**src/tlp_defs.svh**
```systemverilog
// Constants of the instrument-bus talker/listener port: bus command codes,
// terminator codes, characters and reset values.
// Assumes inclusion by the port module, the checker and the bench only.
`ifndef TLP_DEFS_SVH
`define TLP_DEFS_SVH

// Multiline bus commands, seven data bits with ATN asserted
`define TLP_CMD_GTL 7'h01
`define TLP_CMD_SDC 7'h04
`define TLP_CMD_PPC 7'h05
`define TLP_CMD_GET 7'h08
`define TLP_CMD_LLO 7'h11
`define TLP_CMD_DCL 7'h14
`define TLP_CMD_SPE 7'h18
`define TLP_CMD_SPD 7'h19
`define TLP_CMD_UNL 7'h3f
`define TLP_CMD_UNT 7'h5f
// Address group tags in bits 6:5 of a command byte
`define TLP_GRP_LISTEN 2'h1
`define TLP_GRP_TALK 2'h2

// Terminator selections
`define TLP_TERM_CRLF 3'h0
`define TLP_TERM_LFCR 3'h1
`define TLP_TERM_CR 3'h2
`define TLP_TERM_LF 3'h3
`define TLP_TERM_NONE 3'h4

// Characters
`define TLP_CHAR_CR 8'h0d
`define TLP_CHAR_LF 8'h0a
`define TLP_CHAR_STAR 8'h2a
`define TLP_CHAR_QMARK 8'h3f

// Status byte: request-service bit position and mask of report bits
`define TLP_RQS_BIT 6
`define TLP_REPORT_MASK 8'hbf

// Address limits and defaults
`define TLP_ADDR_MIN 6'h01
`define TLP_ADDR_MAX 6'h20
`define TLP_DEF_ADDR 6'h0c
`define TLP_DEF_TERM 3'h0
`define TLP_DEF_EOI 1'h1

`endif

```
**src/tlp_pkg.sv**
```systemverilog
// Types of the instrument-bus talker/listener port.
// Assumes the constants header sits beside it in src/.
package tlp_pkg;

  // Interface settings: terminator, EOI use and bus address (1..32)
  typedef struct packed {
    logic [2:0] term;
    logic eoi_en;
    logic [5:0] addr;
  } tlp_cfg_t;

  // One message byte with its end-of-message mark
  typedef struct packed {
    logic last;
    logic [7:0] data;
  } tlp_item_t;

  // Source handshake states, Gray along the loop
  typedef enum logic [1:0] {
    TK_IDLE = 2'h0,
    TK_RFD = 2'h1,
    TK_DAV = 2'h3,
    TK_REL = 2'h2
  } tlp_tk_state_t;

  // Acceptor handshake states
  typedef enum logic {
    AC_IDLE = 1'h0,
    AC_ACC = 1'h1
  } tlp_ac_state_t;

  // Which part of an outgoing message is next
  typedef enum logic [1:0] {
    PH_DATA = 2'h0,
    PH_T1 = 2'h1,
    PH_T2 = 2'h3
  } tlp_phase_t;

  // Kind of the byte now being sourced
  typedef enum logic [1:0] {
    K_DATA = 2'h0,
    K_T1 = 2'h1,
    K_T2 = 2'h3,
    K_STAT = 2'h2
  } tlp_kind_t;

endpackage

```
**src/tlp_port.sv**
```systemverilog
// Device-side instrument-bus talker/listener port with its transmit FIFO.
// Assumes bus pins already synchronous to sys_clk and an outside wired-AND
// that resolves each open-drain line from the *_oe outputs (low while oe).
//
// Operation
// - Talker/listener only, never bus controller
// - No parallel poll; status by serial poll
// - Full acceptor and source three-wire handshakes
// - Group execute trigger ignored
// - Talker: basic, serial poll, talk-only; listen unaddresses
// - Listener: basic; talk address unaddresses listening
// - Holds terminator, EOI on/off, address 1-32
// - Defaults: CR LF, EOI on, address 12
// - REN asserted puts device in remote
// - IFC aborts transfers and addressed states
// - Assert SRQ to request service
// - Bytes under ATN decoded as commands
// - LLO locks out front panel
// - DCL clears interface activity to idle
// - Addressed commands need own listen address
// - SDC while addressed clears like DCL
// - GTL while addressed returns to local
// - SPE sends status byte; SPD stops
// - Leading asterisk marks common command
// - Common command ending in ? is query
// - SRQ only with enable bit 6 set
// - Serial poll read clears report bits
`timescale 1ns/10ps
`include "tlp_defs.svh"

// Synchronous FIFO, registered not-full flag, flush drops all entries
module tlp_fifo #(
  parameter int W = 9,
  parameter int D = 16
) (
  input wire logic clk,
  input wire logic rst_n,
  input wire logic flush,
  input wire logic in_valid,
  input wire logic [W-1:0] in_data,
  output logic in_ready,
  output logic out_valid,
  output logic [W-1:0] out_data,
  input wire logic out_ready
);
  localparam int AW = $clog2(D);
  logic [W-1:0] mem [D]; // Storage array
  logic [AW-1:0] wr_reg; // Write pointer
  logic [AW-1:0] rd_reg; // Read pointer
  logic [AW:0] cnt_reg; // Entries held
  logic [AW:0] cnt_next;
  logic push;
  logic pop;

  assign push = in_valid & in_ready;
  assign pop = out_valid & out_ready;
  assign out_valid = (cnt_reg != '0);
  assign out_data = mem[rd_reg];

  // Next occupancy
  always_comb begin
    cnt_next = cnt_reg;
    if (flush) begin
      cnt_next = '0;
    end else if (push && !pop) begin
      cnt_next = cnt_reg + (AW+1)'(1);
    end else if (pop && !push) begin
      cnt_next = cnt_reg - (AW+1)'(1);
    end
  end

  // Pointers, count and not-full flag
  always_ff @(posedge clk) begin
    if (!rst_n || flush) begin
      wr_reg <= '0;
      rd_reg <= '0;
      cnt_reg <= '0;
      in_ready <= 1'b1;
    end else begin
      if (push) begin
        wr_reg <= (wr_reg == AW'(D - 1)) ? '0 : wr_reg + AW'(1);
      end
      if (pop) begin
        rd_reg <= (rd_reg == AW'(D - 1)) ? '0 : rd_reg + AW'(1);
      end
      cnt_reg <= cnt_next;
      in_ready <= (cnt_next != (AW+1)'(D));
    end
  end

  // Entry writes
  always_ff @(posedge clk) begin
    if (push) begin
      mem[wr_reg] <= in_data;
    end
  end
endmodule

module tlp_port #(
  parameter int FIFO_DEPTH = 16
) (
  input wire logic sys_clk,
  input wire logic rst_n,
  input wire logic cfg_wr,
  input wire logic cfg_defaults,
  input tlp_pkg::tlp_cfg_t cfg_in,
  output tlp_pkg::tlp_cfg_t cfg_out,
  input wire logic talk_only,
  input wire logic [7:0] status_set,
  input wire logic [7:0] sre,
  input wire logic tx_valid,
  input tlp_pkg::tlp_item_t tx_item,
  output logic tx_ready,
  output logic rx_valid,
  output tlp_pkg::tlp_item_t rx_item,
  input wire logic rx_ready,
  output logic rx_common,
  output logic rx_query,
  output logic remote,
  output logic lockout,
  output logic dev_clear,
  output logic listen_addr,
  output logic talk_addr,
  output logic serial_poll,
  input wire logic [7:0] dio_n_in,
  output logic [7:0] dio_n_out,
  output logic [7:0] dio_n_oe,
  input wire logic dav_n_in,
  output logic dav_n_out,
  output logic dav_n_oe,
  input wire logic nrfd_n_in,
  output logic nrfd_n_out,
  output logic nrfd_n_oe,
  input wire logic ndac_n_in,
  output logic ndac_n_out,
  output logic ndac_n_oe,
  input wire logic eoi_n_in,
  output logic eoi_n_out,
  output logic eoi_n_oe,
  output logic srq_n_out,
  output logic srq_n_oe,
  input wire logic atn_n_in,
  input wire logic ren_n_in,
  input wire logic ifc_n_in
);
  import tlp_pkg::*;

  // Bus lines in true sense
  logic atn, ren, ifc, dav, nrfd, ndac, eoi_rx;
  logic [7:0] bus_byte; // Received data lines
  logic [6:0] cmd; // Command code under ATN
  tlp_ac_state_t ac_reg; // Acceptor state
  tlp_tk_state_t tk_reg; // Source state
  tlp_phase_t ph_reg; // Message part pending
  tlp_kind_t kind_reg; // Kind of byte on the lines
  logic lad_reg, tad_reg, spe_reg; // Addressed and poll states
  logic ren_prev_reg; // REN one cycle back
  logic [7:0] stb_reg; // Sticky report bits
  logic msg_start_reg, qmark_reg; // Parser history
  logic ac_active, take, cmd_take, clr_now, rx_valid_next;
  logic my_listen, my_talk, tk_ok, have, sel_eoi, accept, single;
  logic rqs;
  logic [7:0] sel_byte, term1, term2, status_byte;
  tlp_kind_t sel_kind;
  tlp_item_t head; // FIFO head
  logic head_valid;

  assign atn = ~atn_n_in;
  assign ren = ~ren_n_in;
  assign ifc = ~ifc_n_in;
  assign dav = ~dav_n_in;
  assign nrfd = ~nrfd_n_in;
  assign ndac = ~ndac_n_in;
  assign eoi_rx = ~eoi_n_in;
  assign bus_byte = ~dio_n_in;
  assign cmd = bus_byte[6:0];

  // Acceptor joins under ATN or when addressed to listen
  assign ac_active = atn | lad_reg;
  assign take = (ac_reg == AC_IDLE) && ac_active && dav && !ifc
    && (atn || !rx_valid);
  assign cmd_take = take & atn;
  assign my_listen = (cmd == {`TLP_GRP_LISTEN, cfg_out.addr[4:0]});
  assign my_talk = (cmd == {`TLP_GRP_TALK, cfg_out.addr[4:0]});
  // Device clear: universal, or selective when listen addressed
  assign clr_now = cmd_take && ((cmd == `TLP_CMD_DCL)
    || ((cmd == `TLP_CMD_SDC) && lad_reg));

  // Next rx_valid, for the ready line
  always_comb begin
    rx_valid_next = rx_valid;
    if (ifc || clr_now) begin
      rx_valid_next = 1'b0;
    end else if (take && !atn) begin
      rx_valid_next = 1'b1;
    end else if (rx_ready) begin
      rx_valid_next = 1'b0;
    end
  end

  // Settings, loaded from defaults or a valid write
  always_ff @(posedge sys_clk) begin
    if (!rst_n || cfg_defaults) begin
      cfg_out <= '{term: `TLP_DEF_TERM, eoi_en: `TLP_DEF_EOI, addr: `TLP_DEF_ADDR};
    end else if (cfg_wr && cfg_in.addr >= `TLP_ADDR_MIN && cfg_in.addr <= `TLP_ADDR_MAX
        && cfg_in.term <= `TLP_TERM_NONE) begin
      cfg_out <= cfg_in;
    end
  end

  // Acceptor handshake and its line drives
  always_ff @(posedge sys_clk) begin
    if (!rst_n || ifc) begin
      ac_reg <= AC_IDLE;
      nrfd_n_oe <= 1'b0;
      ndac_n_oe <= 1'b0;
    end else begin
      case (ac_reg)
        AC_IDLE: begin
          // Byte latched
          if (take) begin
            ac_reg <= AC_ACC;
          end
        end
        AC_ACC: begin
          // Wait for the source to drop DAV
          if (!dav || !ac_active) begin
            ac_reg <= AC_IDLE;
          end
        end
        default: begin
          ac_reg <= AC_IDLE;
        end
      endcase
      nrfd_n_oe <= ac_active && (take || (ac_reg == AC_ACC && dav)
        || (!atn && rx_valid_next));
      ndac_n_oe <= ac_active && !take && !(ac_reg == AC_ACC && dav);
    end
  end

  // Addressing and serial poll mode
  always_ff @(posedge sys_clk) begin
    if (!rst_n || ifc) begin
      lad_reg <= 1'b0;
      tad_reg <= 1'b0;
      spe_reg <= 1'b0;
    end else if (cmd_take) begin
      if (my_listen) begin
        lad_reg <= 1'b1;
        tad_reg <= 1'b0;
      end else if (cmd == `TLP_CMD_UNL) begin
        lad_reg <= 1'b0;
      end else if (my_talk) begin
        tad_reg <= 1'b1;
        lad_reg <= 1'b0;
      end else if (cmd[6:5] == `TLP_GRP_TALK) begin
        tad_reg <= 1'b0; // Other talker or untalk
      end else if (lad_reg && cmd == `TLP_CMD_SPE) begin
        spe_reg <= 1'b1;
      end else if (lad_reg && cmd == `TLP_CMD_SPD) begin
        spe_reg <= 1'b0;
      end
      // Trigger, parallel poll: no action
    end
  end

  // Remote and lockout follow REN, GTL and LLO
  always_ff @(posedge sys_clk) begin
    if (!rst_n) begin
      ren_prev_reg <= 1'b0;
      remote <= 1'b0;
      lockout <= 1'b0;
    end else begin
      ren_prev_reg <= ren;
      if (!ren) begin
        remote <= 1'b0;
        lockout <= 1'b0;
      end else if (cmd_take && cmd == `TLP_CMD_GTL && lad_reg) begin
        remote <= 1'b0;
      end else if (!ren_prev_reg || (cmd_take && my_listen)) begin
        remote <= 1'b1;
      end
      if (ren && cmd_take && cmd == `TLP_CMD_LLO) begin
        lockout <= 1'b1;
      end
    end
  end

  // Clear pulse and mirrored state outputs
  always_ff @(posedge sys_clk) begin
    if (!rst_n) begin
      dev_clear <= 1'b0;
      listen_addr <= 1'b0;
      talk_addr <= 1'b0;
      serial_poll <= 1'b0;
    end else begin
      dev_clear <= clr_now;
      listen_addr <= lad_reg;
      talk_addr <= tad_reg;
      serial_poll <= spe_reg;
    end
  end

  // Received data byte toward the user
  always_ff @(posedge sys_clk) begin
    if (!rst_n) begin
      rx_valid <= 1'b0;
      rx_item <= '0;
    end else begin
      rx_valid <= rx_valid_next;
      if (take && !atn) begin
        rx_item <= '{last: eoi_rx, data: bus_byte};
      end
    end
  end

  // Common command and query recognition on listened bytes
  always_ff @(posedge sys_clk) begin
    if (!rst_n || ifc || clr_now) begin
      msg_start_reg <= 1'b1;
      qmark_reg <= 1'b0;
      rx_common <= 1'b0;
      rx_query <= 1'b0;
    end else begin
      rx_query <= 1'b0;
      if (take && !atn) begin
        if (msg_start_reg) begin
          rx_common <= (bus_byte == `TLP_CHAR_STAR);
        end
        if (bus_byte == `TLP_CHAR_QMARK) begin
          qmark_reg <= 1'b1;
        end else if (bus_byte != `TLP_CHAR_CR && bus_byte != `TLP_CHAR_LF) begin
          qmark_reg <= 1'b0;
        end
        // Message ends on EOI or line feed
        if (eoi_rx || bus_byte == `TLP_CHAR_LF) begin
          msg_start_reg <= 1'b1;
          rx_query <= (msg_start_reg ? (bus_byte == `TLP_CHAR_STAR) : rx_common)
            && (bus_byte == `TLP_CHAR_QMARK || qmark_reg);
        end else begin
          msg_start_reg <= 1'b0;
        end
      end
    end
  end

  // Status byte with request-service summary
  assign rqs = sre[`TLP_RQS_BIT] && ((stb_reg & sre & `TLP_REPORT_MASK) != 8'h00);
  assign status_byte = {stb_reg[7], rqs, stb_reg[5:0]};

  // Report bits: new events win over the poll-read clear
  always_ff @(posedge sys_clk) begin
    if (!rst_n) begin
      stb_reg <= 8'h00;
    end else begin
      stb_reg <= ((accept && kind_reg == K_STAT) ? 8'h00 : stb_reg)
        | (status_set & `TLP_REPORT_MASK);
    end
  end

  // Service request line
  always_ff @(posedge sys_clk) begin
    if (!rst_n) begin
      srq_n_oe <= 1'b0;
    end else begin
      srq_n_oe <= rqs;
    end
  end

  // Terminator characters and next outgoing byte
  assign single = (cfg_out.term == `TLP_TERM_CR) || (cfg_out.term == `TLP_TERM_LF);
  assign term1 = (cfg_out.term == `TLP_TERM_LFCR || cfg_out.term == `TLP_TERM_LF)
    ? `TLP_CHAR_LF : `TLP_CHAR_CR;
  assign term2 = (cfg_out.term == `TLP_TERM_CRLF) ? `TLP_CHAR_LF : `TLP_CHAR_CR;
  assign tk_ok = !atn && !ifc && (tad_reg || talk_only);

  always_comb begin
    have = 1'b1;
    sel_byte = status_byte;
    sel_kind = K_STAT;
    sel_eoi = 1'b0;
    if (spe_reg && tad_reg) begin
      sel_kind = K_STAT;
    end else if (ph_reg == PH_T1) begin
      sel_byte = term1;
      sel_kind = K_T1;
      sel_eoi = cfg_out.eoi_en && single;
    end else if (ph_reg == PH_T2) begin
      sel_byte = term2;
      sel_kind = K_T2;
      sel_eoi = cfg_out.eoi_en;
    end else begin
      have = head_valid;
      sel_byte = head.data;
      sel_kind = K_DATA;
      sel_eoi = cfg_out.eoi_en && head.last && (cfg_out.term == `TLP_TERM_NONE);
    end
  end

  // Byte taken by all acceptors
  assign accept = (tk_reg == TK_DAV) && tk_ok && !ndac;

  // Source handshake and its line drives
  always_ff @(posedge sys_clk) begin
    if (!rst_n || ifc || clr_now) begin
      tk_reg <= TK_IDLE;
      kind_reg <= K_DATA;
      dio_n_oe <= 8'h00;
      eoi_n_oe <= 1'b0;
      dav_n_oe <= 1'b0;
    end else begin
      case (tk_reg)
        TK_IDLE: begin
          if (tk_ok && have) begin
            tk_reg <= TK_RFD;
            kind_reg <= sel_kind;
            dio_n_oe <= sel_byte;
            eoi_n_oe <= sel_eoi;
          end
        end
        TK_RFD: begin
          // Data settled; wait until every acceptor is ready
          if (!tk_ok) begin
            tk_reg <= TK_IDLE;
          end else if (!nrfd) begin
            tk_reg <= TK_DAV;
            dav_n_oe <= 1'b1;
          end
        end
        TK_DAV: begin
          // Hold until accepted; ATN aborts, byte kept
          if (!tk_ok || !ndac) begin
            tk_reg <= tk_ok ? TK_REL : TK_IDLE;
            dav_n_oe <= 1'b0;
          end
        end
        TK_REL: begin
          tk_reg <= TK_IDLE;
        end
        default: begin
          tk_reg <= TK_IDLE;
        end
      endcase
      if (tk_reg != TK_IDLE && (!tk_ok || tk_reg == TK_REL)) begin
        dio_n_oe <= 8'h00;
        eoi_n_oe <= 1'b0;
      end
    end
  end

  // Message part sequencing after each accepted byte
  always_ff @(posedge sys_clk) begin
    if (!rst_n || ifc || clr_now) begin
      ph_reg <= PH_DATA;
    end else if (accept) begin
      case (kind_reg)
        K_DATA: ph_reg <= (head.last && cfg_out.term != `TLP_TERM_NONE) ? PH_T1 : PH_DATA;
        K_T1: ph_reg <= single ? PH_DATA : PH_T2;
        K_T2: ph_reg <= PH_DATA;
        default: ph_reg <= ph_reg;
      endcase
    end
  end

  // Open-drain lines only ever pull low
  always_ff @(posedge sys_clk) begin
    dio_n_out <= 8'h00;
    dav_n_out <= 1'b0;
    nrfd_n_out <= 1'b0;
    ndac_n_out <= 1'b0;
    eoi_n_out <= 1'b0;
    srq_n_out <= 1'b0;
  end

  // Outgoing message bytes
  tlp_fifo #(.W($bits(tlp_item_t)), .D(FIFO_DEPTH)) u_tx_fifo (
    .clk(sys_clk),
    .rst_n(rst_n),
    .flush(clr_now || ifc),
    .in_valid(tx_valid),
    .in_data(tx_item),
    .in_ready(tx_ready),
    .out_valid(head_valid),
    .out_data(head),
    .out_ready(accept && kind_reg == K_DATA)
  );
endmodule

```
**config.mk**
```make
export PLATFORM = sky130hd
export DESIGN_NAME = tlp_port
export DESIGN_NICKNAME = d
export VERILOG_FILES = /design/src/tlp_pkg.sv /design/src/tlp_port.sv
export VERILOG_INCLUDE_DIRS = /design/src /design/src/src
export SDC_FILE = /design/constraint.sdc
export NUM_CORES = 1
export LEC_CHECK = 0
export BUFFER_PORTS_ARGS = -buffer_cell sky130_fd_sc_hd__buf_2
export CELL_PAD_IN_SITES_DETAIL_PLACEMENT = 0
export CELL_PAD_IN_SITES_GLOBAL_PLACEMENT = 1
export CORE_MARGIN = 3
export CORE_UTILIZATION = 45
export DETAILED_ROUTE_END_ITERATION = 7
export PLACE_DENSITY = 0.74
export RECOVER_POWER = 100
export SLEW_MARGIN = 20
export SYNTH_ARGS = -nofsm -noshare
export SYNTH_HDL_FRONTEND = slang
export SYNTH_SLANG_ARGS = --single-unit
export TNS_END_PERCENT = 20
```
**constraint.sdc**
```tcl
create_clock -name sys_clk -period 2.72 [get_ports sys_clk]
set_clock_uncertainty 0.05 [all_clocks]
set_input_delay 0.544 -clock sys_clk [delete_from_list [all_inputs] [get_ports sys_clk]]
set_output_delay 0.544 -clock sys_clk [all_outputs]
set_load 0.02 [all_outputs]
```
==> results of run 1 <==
-- cell type report --
| class | instances | area share |
|---|---|---|
| timing repair buffer | 131 | 0.0547 |
| multi-input combinational | 404 | 0.286 |
| sequential | 223 | 0.548 |
| clock inverter | 13 | 0.0152 |
| inverter | 14 | 0.00488 |
| clock buffer | 31 | 0.0601 |
| tap | 265 | 0.0308 |
-- cell families (layout without fill, tap and decap cells) --
family / after synthesis / in the layout / share of synthesized area
buffers and inverters: 60 / 189 / 0.0344
other: 1 / 13 / 0.000404
xor gates and xnor gates: 11 / 11 / 0.0104
DFF: 223 / 223 / 0.637
muxes: 75 / 75 / 0.130
AOI/OAI and AO/OA: 99 / 99 / 0.0703
and+or+nand+nor: 196 / 196 / 0.105
adders and majority gates: 10 / 10 / 0.0130
-- worst min path at each step --
stage	slack (ps)	start	endpoint
2_1_floorplan	350	ren_prev_reg$_SDFF_PN0_	remote$_SDFFE_PP0P_
3_3_place_gp	360	ren_prev_reg$_SDFF_PN0_	remote$_SDFFE_PP0P_
3_5_place_dp	360	ren_prev_reg$_SDFF_PN0_	remote$_SDFFE_PP0P_
4_1_cts	160	status_set[4]	stb_reg[4]$_SDFF_PN0_
5_1_grt	180	ren_n_in	ren_prev_reg$_SDFF_PN0_
6_report	180	status_set[0]	stb_reg[0]$_SDFF_PN0_
-- synthesized netlist by cell type, types with 3 or more instances --
master / number
mux2i_1: 36
xor2_1: 6
nand2_1: 39
a221oi_1: 3
ha_1: 8
nor2_1: 75
a211oi_1: 15
o31ai_1: 3
a21oi_1: 32
nor2b_1: 8
xnor2_1: 5
clkbuf_1: 14
buf_6: 3
edfxtp_1: 144
mux4_2: 36
buf_2: 10
o21ai_0: 17
o221ai_1: 4
a311oi_1: 3
nand3b_1: 3
nand4_1: 6
inv_1: 14
and2_1: 4
a22oi_1: 3
nor4_1: 3
nor3_1: 19
dfxtp_1: 79
or3_1: 4
buf_4: 15
mux2_2: 3
nand2b_1: 9
nand3_1: 7
-- per-stage QoR --
stage	cells	hold slack (ps)	power (W)	area, µm²
final	1081	180	0.00718	10800
after global routing	1081	177	0.00744	10800
after CTS	1081	164	0.00728	11000
after detailed placement	1037	358	0.00401	10100
after global placement	1037	363	0.00400	10100
after floorplan	687	350	0.00388	9320
-- layer usage --
metal,vias up,GRT usage,wire length [µm]
li1,2782,-,-
met4,2,0.0421,298
met5,-,0,13
met1,2912,0.238,8860
met2,189,0.310,10100
met3,26,0.0294,1260
-- where the power goes --
part,switching [W],internal [W]
clock network,0.00128,0.00198
registers,0.0000192,0.00363
logic,0.000184,0.0000911
-- critical path, cell delays in order (launching register included) --
cell,delay (ps)
dfxtp_1,410
and2_0,570
nand2_1,290
nor3_1,200
clkbuf_1,520
-- cell usage in the layout, fill, tap and decap left out, drive strengths merged, types with 3 or more instances in the layout --
| master | netlist | layout |
|---|---|---|
| a211oi | 15 | 15 |
| a21oi | 32 | 32 |
| a221oi | 3 | 3 |
| a22oi | 3 | 3 |
| a311oi | 3 | 3 |
| and2 | 4 | 4 |
| buf | 30 | 52 |
| bufinv | 0 | 3 |
| clkbuf | 16 | 110 |
| clkinv | 0 | 7 |
| clkinvlp | 0 | 3 |
| conb | 1 | 13 |
| dfxtp | 79 | 79 |
| edfxtp | 144 | 144 |
| ha | 8 | 8 |
| inv | 14 | 14 |
| mux2 | 3 | 3 |
| mux2i | 36 | 36 |
| mux4 | 36 | 36 |
| nand2 | 39 | 39 |
| nand2b | 9 | 9 |
| nand3 | 7 | 7 |
| nand3b | 3 | 3 |
| nand4 | 6 | 6 |
| nor2 | 75 | 75 |
| nor2b | 9 | 9 |
| nor3 | 19 | 19 |
| nor4 | 4 | 4 |
| o21ai | 17 | 17 |
| o221ai | 4 | 4 |
| o31ai | 3 | 3 |
| or3 | 4 | 4 |
| or4 | 3 | 3 |
| xnor2 | 5 | 5 |
| xor2 | 6 | 6 |
==> metrics.md, run 1 <==
| Metric | Value |
|---|---|
| Syn Area/Cell | `13.7 µm²` |
| Pre-antenna DRT Iters | `6` |
| Register area | `5910 µm²` |
| Status | `finished clean` |
| CTS tree | `built` |
| Die span in x | `150 µm` |
| CP required | `2810 ps` |
| Final Hold Fails | `0` |
| Total GRT Usage | `0.179` |
| Routed WL | `20500 µm` |
| Inserted Clock Buffers | `24` |
| Final Setup Violations | `0` |
| Worst-Skew Late Latency | `520 ps` |
| Pwr/cell area | `667 nW/µm²` |
| Layout fillers | `1709` |
| Number of synthesized flops with an enable pin | `144` |
| Synth area leaders | `edfxtp_1 (47%), dfxtp_1 (17%), mux4_2 (8.7%)` |
| Worst-path clk slew | `60 ps` |
| Vias in the first global route | `5786` |
| Async S/R FF share, synth | `0` |
| Pleak | `3.48 nW` |
| Drt drc | `0` |
| Core Util, Final | `0.543` |
| Biggest regs | `u_tx_fifo.mem (144), cfg_out (10), rx_item (9)` |
| FP Rows | `51` |
| Least-Margin Pin Slew | `978 ps` |
| Synth area leader | `edfxtp_1` |
| Crit-path max FO | `12` |
| RSZ-0062 raised after global routing | `no` |
| Post-synth top area share | `0.466` |
| PostCTS Resize Cnt | `0` |
| Initial antenna violation count | `1` |
| Max-slew violations | `0` |
| Area growth syn-to-layout | `16.2%` |
| Maximum vdd drop | `0.000456 V` |
| Layout cells sized above 1 | `0.172` |
| Routed Antenna Nets | `0` |
| Vias | `5911` |
| H-tree depth | `1` |
| Setup TNS | `0 ps` |
| Multi-input logic area | `3080 µm²` |
| Yosys cell types | `68` |
| Rel. slew slack | `0.343` |
| Grt total ovfl | `0` |
| R2r startpoint | `u_tx_fifo.in_ready$_SDFF_PP1_` |
| Die height | `150 µm` |
| Initial DRC count | `376` |
| Most flops, register | `u_tx_fifo.mem` |
| Input/output buffers | `97` |
| Crit path to | `u_tx_fifo.mem[3][0]$_DFFE_PP_` |
| Antenna Cells | `0` |
| Max reg flops | `144` |
| Clock Path Buffers | `3` |
| Num Clock Sinks | `223` |
| R2R Path End | `u_tx_fifo.mem[3][0]$_DFFE_PP_` |
| Post-CTS setup buffers | `0` |
| Data arrival, critical path | `2490 ps` |
| Worst Slack Setup Final | `319 ps` |
| F_max | `417 MHz` |
| Post-DR wirelength/cell | `19.0 µm` |
| WHS Path Cells | `3` |
| Root buf cell | `clkbuf_16` |
| Starting Density | `0.467` |
| Kind of critical path | `reg2reg` |
| Crit path time final | `2400 ps` |
| HPWL Detailed | `14300 µm` |
| Floorplan core area | `19800 µm²` |
| Mapped Cells | `675` |
| Vias/cell | `5.47` |
| Crit path launch | `u_tx_fifo.in_ready$_SDFF_PP1_` |
| Global-route wire length before repair | `31300 µm` |
| Startpoint types | `flop` |
| Hold WC Path Type | `in2reg` |
| Largest net degree at the start of global routing | `17` |
| Total die area | `22400 µm²` |
| Io pins | `112` |
| R2R Setup Slk | `320 ps` |
| Total number of yosys warnings | `0` |
| Sequential-to-total area share from yosys stat | `0.637` |
| Max_cap viols | `0` |
| Crit share post-route | `0.883` |
| Ys flop type | `edfxtp_1` |
| Worst r2r path cells | `4` |
| Critical path endpoint category | `flop` |
| Post-synthesis register bit count | `223` |
| Post-Synthesis Cell Area | `9270 µm²` |
| # hold bufs at CTS | `0` |
| Pre-CTS setup slack | `285 ps` |
| Gpl congestion | `0.800` |
| Nets | `863` |
(Power assumes the default switching activity.)
==> inputs of run 2 (changes only) <==
Settings changed: PLACE_DENSITY 0.74 to 0.73, SYNTH_HIERARCHICAL set to 1.
==> run 2 against run 1 <==
Effect of this change: sequential power hardly changed; worst setup slack got worse by 120 ps; hold slack got worse by 21 ps.
==> metrics.md, run 2 <==
| Metric | Value |
|---|---|
| Status | `finished clean` |
| Layout fillers | `1721 (+0.70%)` |
| Mapped Cells | `677 (+0.30%)` |
| Vias | `5980 (+1.2%)` |
| Root buf cell | `clkbuf_16` |
| Switching Power | `0.00150 W (+0.82%)` |
| CP bufs+invs | `1 (unchanged)` |
| CP required | `3060 ps (+250 ps)` |
| Most flops, register | `u_tx_fifo/mem` |
| Floorplan core area | `20400 µm² (+2.6%)` |
| Worst-path cell chain | `clkbuf_4, mux4_2, mux4_2, nor3b_1, a211oi_1, nor3_1` |
| Gpl congestion | `0.831 (+3.9%)` |
| Kind of critical path | `reg2reg` |
| Post-CTS setup buffers | `0 (unchanged)` |
| Routed WL | `20600 µm (+0.38%)` |
| F_max | `397 MHz (-4.7%)` |
| Worst-Skew Late Latency | `520 ps (about the same)` |
| Post-synth top area share | `0.459 (-0.00694)` |
| Worst path most repeated cell | `mux4_2` |
| Grt total ovfl | `0 (unchanged)` |
| Worst-path clk slew | `60 ps (about the same)` |
| Routed Antenna Nets | `0 (unchanged)` |
| Critical path endpoint category | `flop` |
| Data arrival, critical path | `2860 ps (+370 ps)` |
| Rel. slew slack | `0.191 (-0.152)` |
| Total die area | `22700 µm² (+1.5%)` |
| Max_cap viols | `0 (unchanged)` |
| Post-DR wirelength/cell | `19.2 µm (+1.1%)` |
| Crit path to | `dio_n_oe[7]$_SDFFE_PP0P_` |
| Worst r2r path cells | `6 (+2)` |
| Total GRT Usage | `0.180 (+0.000786)` |
| R2R Path End | `dio_n_oe[7]$_SDFFE_PP0P_` |
| Inserted Clock Buffers | `24 (unchanged)` |
| Maximum vdd drop | `0.000646 V (+41%)` |
| Top cells by count, synth | `edfxtp_1 (144), dfxtp_1 (79), nor2_1 (46)` |
| Pre-antenna DRT Iters | `7 (+1)` |
| Most common cell after layout, fill and taps aside | `edfxtp_1` |
| Most common cell in the netlist | `edfxtp_1` |
| RSZ-0062 raised after global routing | `no` |
| Global-route wire length before repair | `32300 µm (+3.4%)` |
| Nets | `849 (-1.6%)` |
| Input/output buffers | `97 (unchanged)` |
| Starting Density | `0.462 (-0.00503)` |
| Syn Area/Cell | `13.9 µm² (+1.2%)` |
| H-tree depth | `1 (unchanged)` |
| # hold bufs at CTS | `0 (unchanged)` |
| CTS tree | `built` |
| Initial DRC count | `338 (-10%)` |
| Sequential-to-total area share from yosys stat | `0.627 (-0.00948)` |
| Total number of yosys warnings | `6 (+6)` |
| Largest net degree at the start of global routing | `18 (+1)` |
| Initial antenna violation count | `0 (-1)` |
| FP Rows | `52 (+2.0%)` |
| Critical Path Slowest Stage Cell | `dfxtp_2` |
| Antenna Cells | `0 (unchanged)` |
| Crit path time final | `2520 ps (+117 ps)` |
| Switching share of power | `0.206 (-0.000909)` |
| Post-synthesis register bit count | `223 (unchanged)` |
| Least-Margin Pin Slew | `1200 ps (+227 ps)` |
| CP delay by family, top | `multiplexers` |
| Layout cells sized above 1 | `0.197 (+0.0252)` |
| Die height | `151 µm (+0.73%)` |
| PostCTS Resize Cnt | `0 (unchanged)` |
| Area growth syn-to-layout | `15.7%` |
| Synth area leader | `edfxtp_1` |
| Crit share post-route | `0.926 (+0.0431)` |
| Startpoint types | `flop` |
| Max reg flops | `144 (unchanged)` |
| Yosys cell types | `71 (+4.4%)` |
| Crit path largest cell delay | `550 ps (-20 ps)` |
| Crit-path max FO | `10 (-2)` |
| Number of synthesized flops with an enable pin | `144 (unchanged)` |
| HPWL Detailed | `14700 µm (+2.3%)` |
| Worst Slack Setup Final | `202 ps (-117 ps)` |
| Clock Path Buffers | `3 (unchanged)` |
| Vias/cell | `5.57 (+1.9%)` |
| Pleak | `3.63 nW (+4.3%)` |
| Synth area leaders | `edfxtp_1 (46%), dfxtp_1 (17%), mux4_2 (11%)` |
| Pre-CTS setup slack | `115 ps (-170 ps)` |
| Critical path depth in cells | `6 (+2)` |
| Post-Synthesis Cell Area | `9410 µm² (+1.5%)` |
| Pint | `0.00578 W (+1.4%)` |
| Die span in x | `151 µm (+0.73%)` |
| Io pins | `112 (unchanged)` |
| Seq pwr share | `0.502 (-0.006)` |
| Commonest cells after routing, fill and taps aside | `edfxtp_1 (144), dfxtp_1 (78), clkbuf_1 (64), nor2_1 (46), buf_2 (46)` |
| Async S/R FF share, synth | `0 (unchanged)` |
| Max-slew violations | `0 (unchanged)` |
| Pwr/cell area | `668 nW/µm² (+0.12%)` |
| R2R Setup Slk | `200 ps (-120 ps)` |
| Final Hold Fails | `0 (unchanged)` |
| Clock power share | `0.459 (+0.005)` |
| Hold WC Path Type | `in2reg` |
| Drt drc | `0 (unchanged)` |
| Vias in the first global route | `6059 (+4.7%)` |
| Final Setup Violations | `0 (unchanged)` |
| Ys flop type | `edfxtp_1` |
| Num Clock Sinks | `223 (unchanged)` |
| Biggest regs | `u_tx_fifo/mem (144), cfg_out (10), rx_item (9)` |
| Comb pwr share | `0.040 (+0.002)` |
| Setup TNS | `0 ps (unchanged)` |
run 2: cell count changes in the layout (fill, tap and decap cells not counted), sizes merged, moves of 6 or more:
cell / before / now
and2: 4 / 21
nor2: 75 / 46
mux2i: 36 / 11
buf: 52 / 60
and3: 1 / 7
clkbuf: 110 / 90
mux4: 36 / 45
nor3b: 1 / 8
run 2: power by group through the flow:
stage | clock network, W | registers (W) | logic [W]
floorplan | 0 | 0.00372 | 0.000172
global placement | 0 | 0.00372 | 0.000286
detailed placement | 0 | 0.00372 | 0.000296
CTS | 0.00342 | 0.00365 | 0.000298
global route | 0.00355 | 0.00365 | 0.000319
finish | 0.00334 | 0.00365 | 0.000288
run 2: area by class of cell:
cell class / instances / area (µm²) / share of cell area
multi-input combinational: 401 / 3190 / 0.293
clock buffer: 29 / 629 / 0.0578
timing repair buffer: 121 / 581 / 0.0533
tap: 270 / 338 / 0.0310
sequential: 223 / 5910 / 0.542
inverter: 14 / 52.6 / 0.00482
clock inverter: 15 / 198 / 0.0181
run 2: logic make-up after synthesis:
logic type / after synthesis / share of synthesized area
other: 1 / 0.000398
adder cells (fa/ha/maj): 7 / 0.00931
AO/OA/AOI/OAI: 112 / 0.0826
multiplexers: 56 / 0.119
buffers and inverters: 65 / 0.0358
flip-flops: 223 / 0.627
XOR/XNOR: 12 / 0.0112
AND/OR/NAND/NOR: 201 / 0.114
run 2: how the worst min path moves through the flow:
stage | slack, ps | depth (start not counted) | startpoint | endpoint
final | 160 | 2 | ren_n_in | ren_prev_reg$_SDFF_PN0_
after CTS | 140 | 2 | ren_n_in | ren_prev_reg$_SDFF_PN0_
after global placement | 390 | 2 | dio_n_oe[3]$_SDFFE_PP0P_ | dio_n_oe[3]$_SDFFE_PP0P_
after detailed placement | 400 | 2 | dio_n_oe[3]$_SDFFE_PP0P_ | dio_n_oe[3]$_SDFFE_PP0P_
after floorplan | 380 | 2 | qmark_reg$_SDFFE_PP0P_ | qmark_reg$_SDFFE_PP0P_
after global routing | 160 | 2 | ren_n_in | lockout$_SDFFE_PN0P_
run 2: metrics by stage:
step | hold slack [ps] | instance area [µm²] | total power [W] | utilization | instances
finish | 159 | 10900 | 0.00727 | 0.535 | 1073
global route | 159 | 10900 | 0.00752 | 0.535 | 1073
CTS | 143 | 11000 | 0.00737 | 0.541 | 1073
detailed placement | 400 | 10200 | 0.00402 | 0.501 | 1029
global placement | 394 | 10200 | 0.00401 | 0.501 | 1029
floorplan | 385 | 9460 | 0.00389 | - | 689
run 2: layer usage:
| layer | vias to the layer above | track usage | share of wire |
|---|---|---|---|
| met2 | 165 | 0.317 | 0.49 |
| li1 | 2801 | - | - |
| met1 | 2981 | 0.235 | 0.43 |
| met4 | 0 | 0.0408 | 0.018 |
| met5 | - | 0 | 0 |
| met3 | 33 | 0.0289 | 0.060 |
==> inputs of run 3 (changes only) <==
Settings changed: CTS_BUF_LIST set to sky130_fd_sc_hd__clkbuf_8.
Clock period 2.72 ns to 2.84 ns, I/O delays scaled along.
==> run 3 against run 2 <==
Effect of this change: combinational power decreased by 5%; routed wire length decreased by 2.7%; sequential power decreased by 4%; critical path type unchanged; critical endpoint is now eoi_n_oe$_SDFFE_PP0P_; largest cell class unchanged.
==> metrics.md, run 3 (synthesis results as in run 2) <==
| Metric | Value |
|---|---|
| Total die area | `22700 µm² (unchanged)` |
| # hold bufs at CTS | `0 (unchanged)` |
| Clock power share | `0.414 (-0.045)` |
| Switching share of power | `0.221 (+0.0148)` |
| Clock Path Buffers | `3 (unchanged)` |
| Hold slack | `177 ps (+17.5 ps)` |
| CP required | `3250 ps (+190 ps)` |
| H-tree depth | `2 (+1)` |
| Crit path largest cell delay | `590 ps (+40 ps)` |
| Data arrival, critical path | `2900 ps (+40 ps)` |
| HPWL Detailed | `14300 µm (-2.3%)` |
| Setup TNS | `0 ps (unchanged)` |
| R2R Path End | `eoi_n_oe$_SDFFE_PP0P_` |
| RSZ-0062 raised after global routing | `no` |
| Seq pwr share | `0.544 (+0.042)` |
| Max reg flops | `144 (unchanged)` |
| R2r startpoint | `u_tx_fifo/cnt_reg[0]$_SDFF_PP0_` |
| Die height | `151 µm (unchanged)` |
| Status | `finished clean` |
| Biggest regs | `u_tx_fifo/mem (144), cfg_out (10), rx_item (9)` |
| PostCTS Resize Cnt | `0 (unchanged)` |
| Multi-input logic area | `3190 µm² (+0.16%)` |
| Max_cap viols | `0 (unchanged)` |
| Final Setup Violations | `0 (unchanged)` |
| Inserted Clock Buffers | `37 (+54%)` |
| CP delay by family, top | `simple AND/OR/NAND/NOR gates` |
| Crit path to | `eoi_n_oe$_SDFFE_PP0P_` |
| Num Clock Sinks | `223 (unchanged)` |
| Routed Antenna Nets | `0 (unchanged)` |
| Die span in x | `151 µm (unchanged)` |
| Switching Power | `0.00142 W (-5.1%)` |
| Final Hold Fails | `0 (unchanged)` |
| Drt drc | `0 (unchanged)` |
| Pwr/cell area | `599 nW/µm² (-10%)` |
| Post-CTS setup buffers | `0 (unchanged)` |
| Crit-path max FO | `10 (unchanged)` |
| Root buf cell | `clkbuf_8` |
| Nets | `855 (+0.71%)` |
| Register area | `5910 µm² (about the same)` |
| Maximum vdd drop | `0.000848 V (+31%)` |
| Antenna Cells | `0 (unchanged)` |
| R2R Setup Slk | `350 ps (+150 ps)` |
| Commonest cells after routing, fill and taps aside | `edfxtp_1 (144), dfxtp_1 (79), clkbuf_1 (60), nor2_1 (46)` |
| Initial antenna violation count | `0 (unchanged)` |
| Post-DR wirelength/cell | `18.4 µm (-4.2%)` |
| Starting Density | `0.462 (unchanged)` |
| Placed insts | `1022 (-0.68%)` |
| Max-slew violations | `0 (unchanged)` |
| Initial DRC count | `335 (-0.89%)` |
| FP Rows | `52 (unchanged)` |
| Startpoint types | `flop` |
| Layout fillers | `1730 (+0.52%)` |
| Grt total ovfl | `0 (unchanged)` |
| CP bufs+invs | `1 (unchanged)` |
| Pint | `0.00502 W (-13%)` |
| Global-route wire length before repair | `31700 µm (-1.8%)` |
| Comb pwr share | `0.042 (+0.002)` |
| Critical path endpoint category | `flop` |
| Area growth syn-to-layout | `14.1%` |
| Most common cell after layout, fill and taps aside | `edfxtp_1` |
| Rel. slew slack | `0.138 (-0.0527)` |
| Crit share post-route | `0.877 (-0.0490)` |
| Total GRT Usage | `0.178 (-0.00204)` |
| CTS tree | `built` |
| Most flops, register | `u_tx_fifo/mem` |
| Input/output buffers | `97 (unchanged)` |
| Worst r2r path cells | `7 (+1)` |
| Least-Margin Pin Slew | `1280 ps (+78.4 ps)` |
| Critical path depth in cells | `7 (+1)` |
| Layout cells sized above 1 | `0.195 (-0.00164)` |
| Pleak | `3.60 nW (-0.93%)` |
| Vias/cell | `5.46 (-2.0%)` |
| Vias in the first global route | `6064 (+0.083%)` |
| Worst-Skew Late Latency | `520 ps (about the same)` |
| Critical Path Slowest Stage Cell | `or4_1` |
| Crit path time final | `2490 ps (-28.1 ps)` |
| Worst-path cell chain | `inv_1, ha_1, or4b_4, a211oi_1, or3_1, or4_1, a21oi_2` |
| Floorplan core area | `20400 µm² (unchanged)` |
| Gpl congestion | `0.867 (+4.3%)` |
| Vias | `5956 (-0.40%)` |
| F_max | `402 MHz (+1.1%)` |
| Hold WC Path Type | `in2reg` |
| Kind of critical path | `reg2reg` |
| Worst-path clk slew | `60 ps (about the same)` |
| Io pins | `112 (unchanged)` |
| Core Util, Final | `0.527 (-0.00750)` |
| Fin cells | `1090 (+1.6%)` |
| Largest net degree at the start of global routing | `37 (+19)` |
| Crit path launch | `u_tx_fifo/cnt_reg[0]$_SDFF_PP0_` |
| Pre-antenna DRT Iters | `5 (-2)` |
| Routed WL | `20000 µm (-2.7%)` |
==> run 3: worst min path at each step <==
stage / start / endpoint / slack (ps) / cells past startpoint
2_1_floorplan: qmark_reg$_SDFFE_PP0P_ / qmark_reg$_SDFFE_PP0P_ / 380 / 2
3_3_place_gp: cfg_out[5]$_SDFFE_PP0P_ / cfg_out[5]$_SDFFE_PP0P_ / 390 / 2
3_5_place_dp: qmark_reg$_SDFFE_PP0P_ / qmark_reg$_SDFFE_PP0P_ / 400 / 2
4_1_cts: ren_n_in / ren_prev_reg$_SDFF_PN0_ / 140 / 2
5_1_grt: ren_n_in / lockout$_SDFFE_PN0P_ / 150 / 2
6_report: ren_n_in / ren_prev_reg$_SDFF_PN0_ / 180 / 2
==> run 3: routing by layer <==
layer	track usage	vias up	share of wire
met1	0.232	2935	0.43
met3	0.0343	44	0.062
met2	0.301	168	0.49
met5	0	-	0
li1	-	2809	-
met4	0.0580	0	0.022
==> run 3: metrics by stage <==
stage                     cell area (µm²)  worst slack [ps]  total power (W)
after floorplan                      9460               161          0.00373
after global placement              10200               213          0.00384
after detailed placement            10200               161          0.00385
after CTS                           10900               345          0.00655
after global routing                10700               188          0.00672
final                               10700               350          0.00644
==> run 3: power by group through the flow <==
stage	clock, W	sequential (W)	combinational (W)
3_5_place_dp	0	0.00357	0.000282
5_1_grt	0.00292	0.00350	0.000304
4_1_cts	0.00277	0.00350	0.000283
3_3_place_gp	0	0.00356	0.000271
6_report	0.00266	0.00350	0.000273
2_1_floorplan	0	0.00357	0.000164
==> run 3: area by class of cell <==
cell class                      count  share of cell area
Multi-Input combinational cell    401               0.297
Sequential cell                   223               0.550
Clock buffer                       38              0.0487
Tap cell                          270              0.0315
Clock inverter                     30              0.0172
Timing Repair Buffer              114              0.0506
Inverter                           14             0.00489
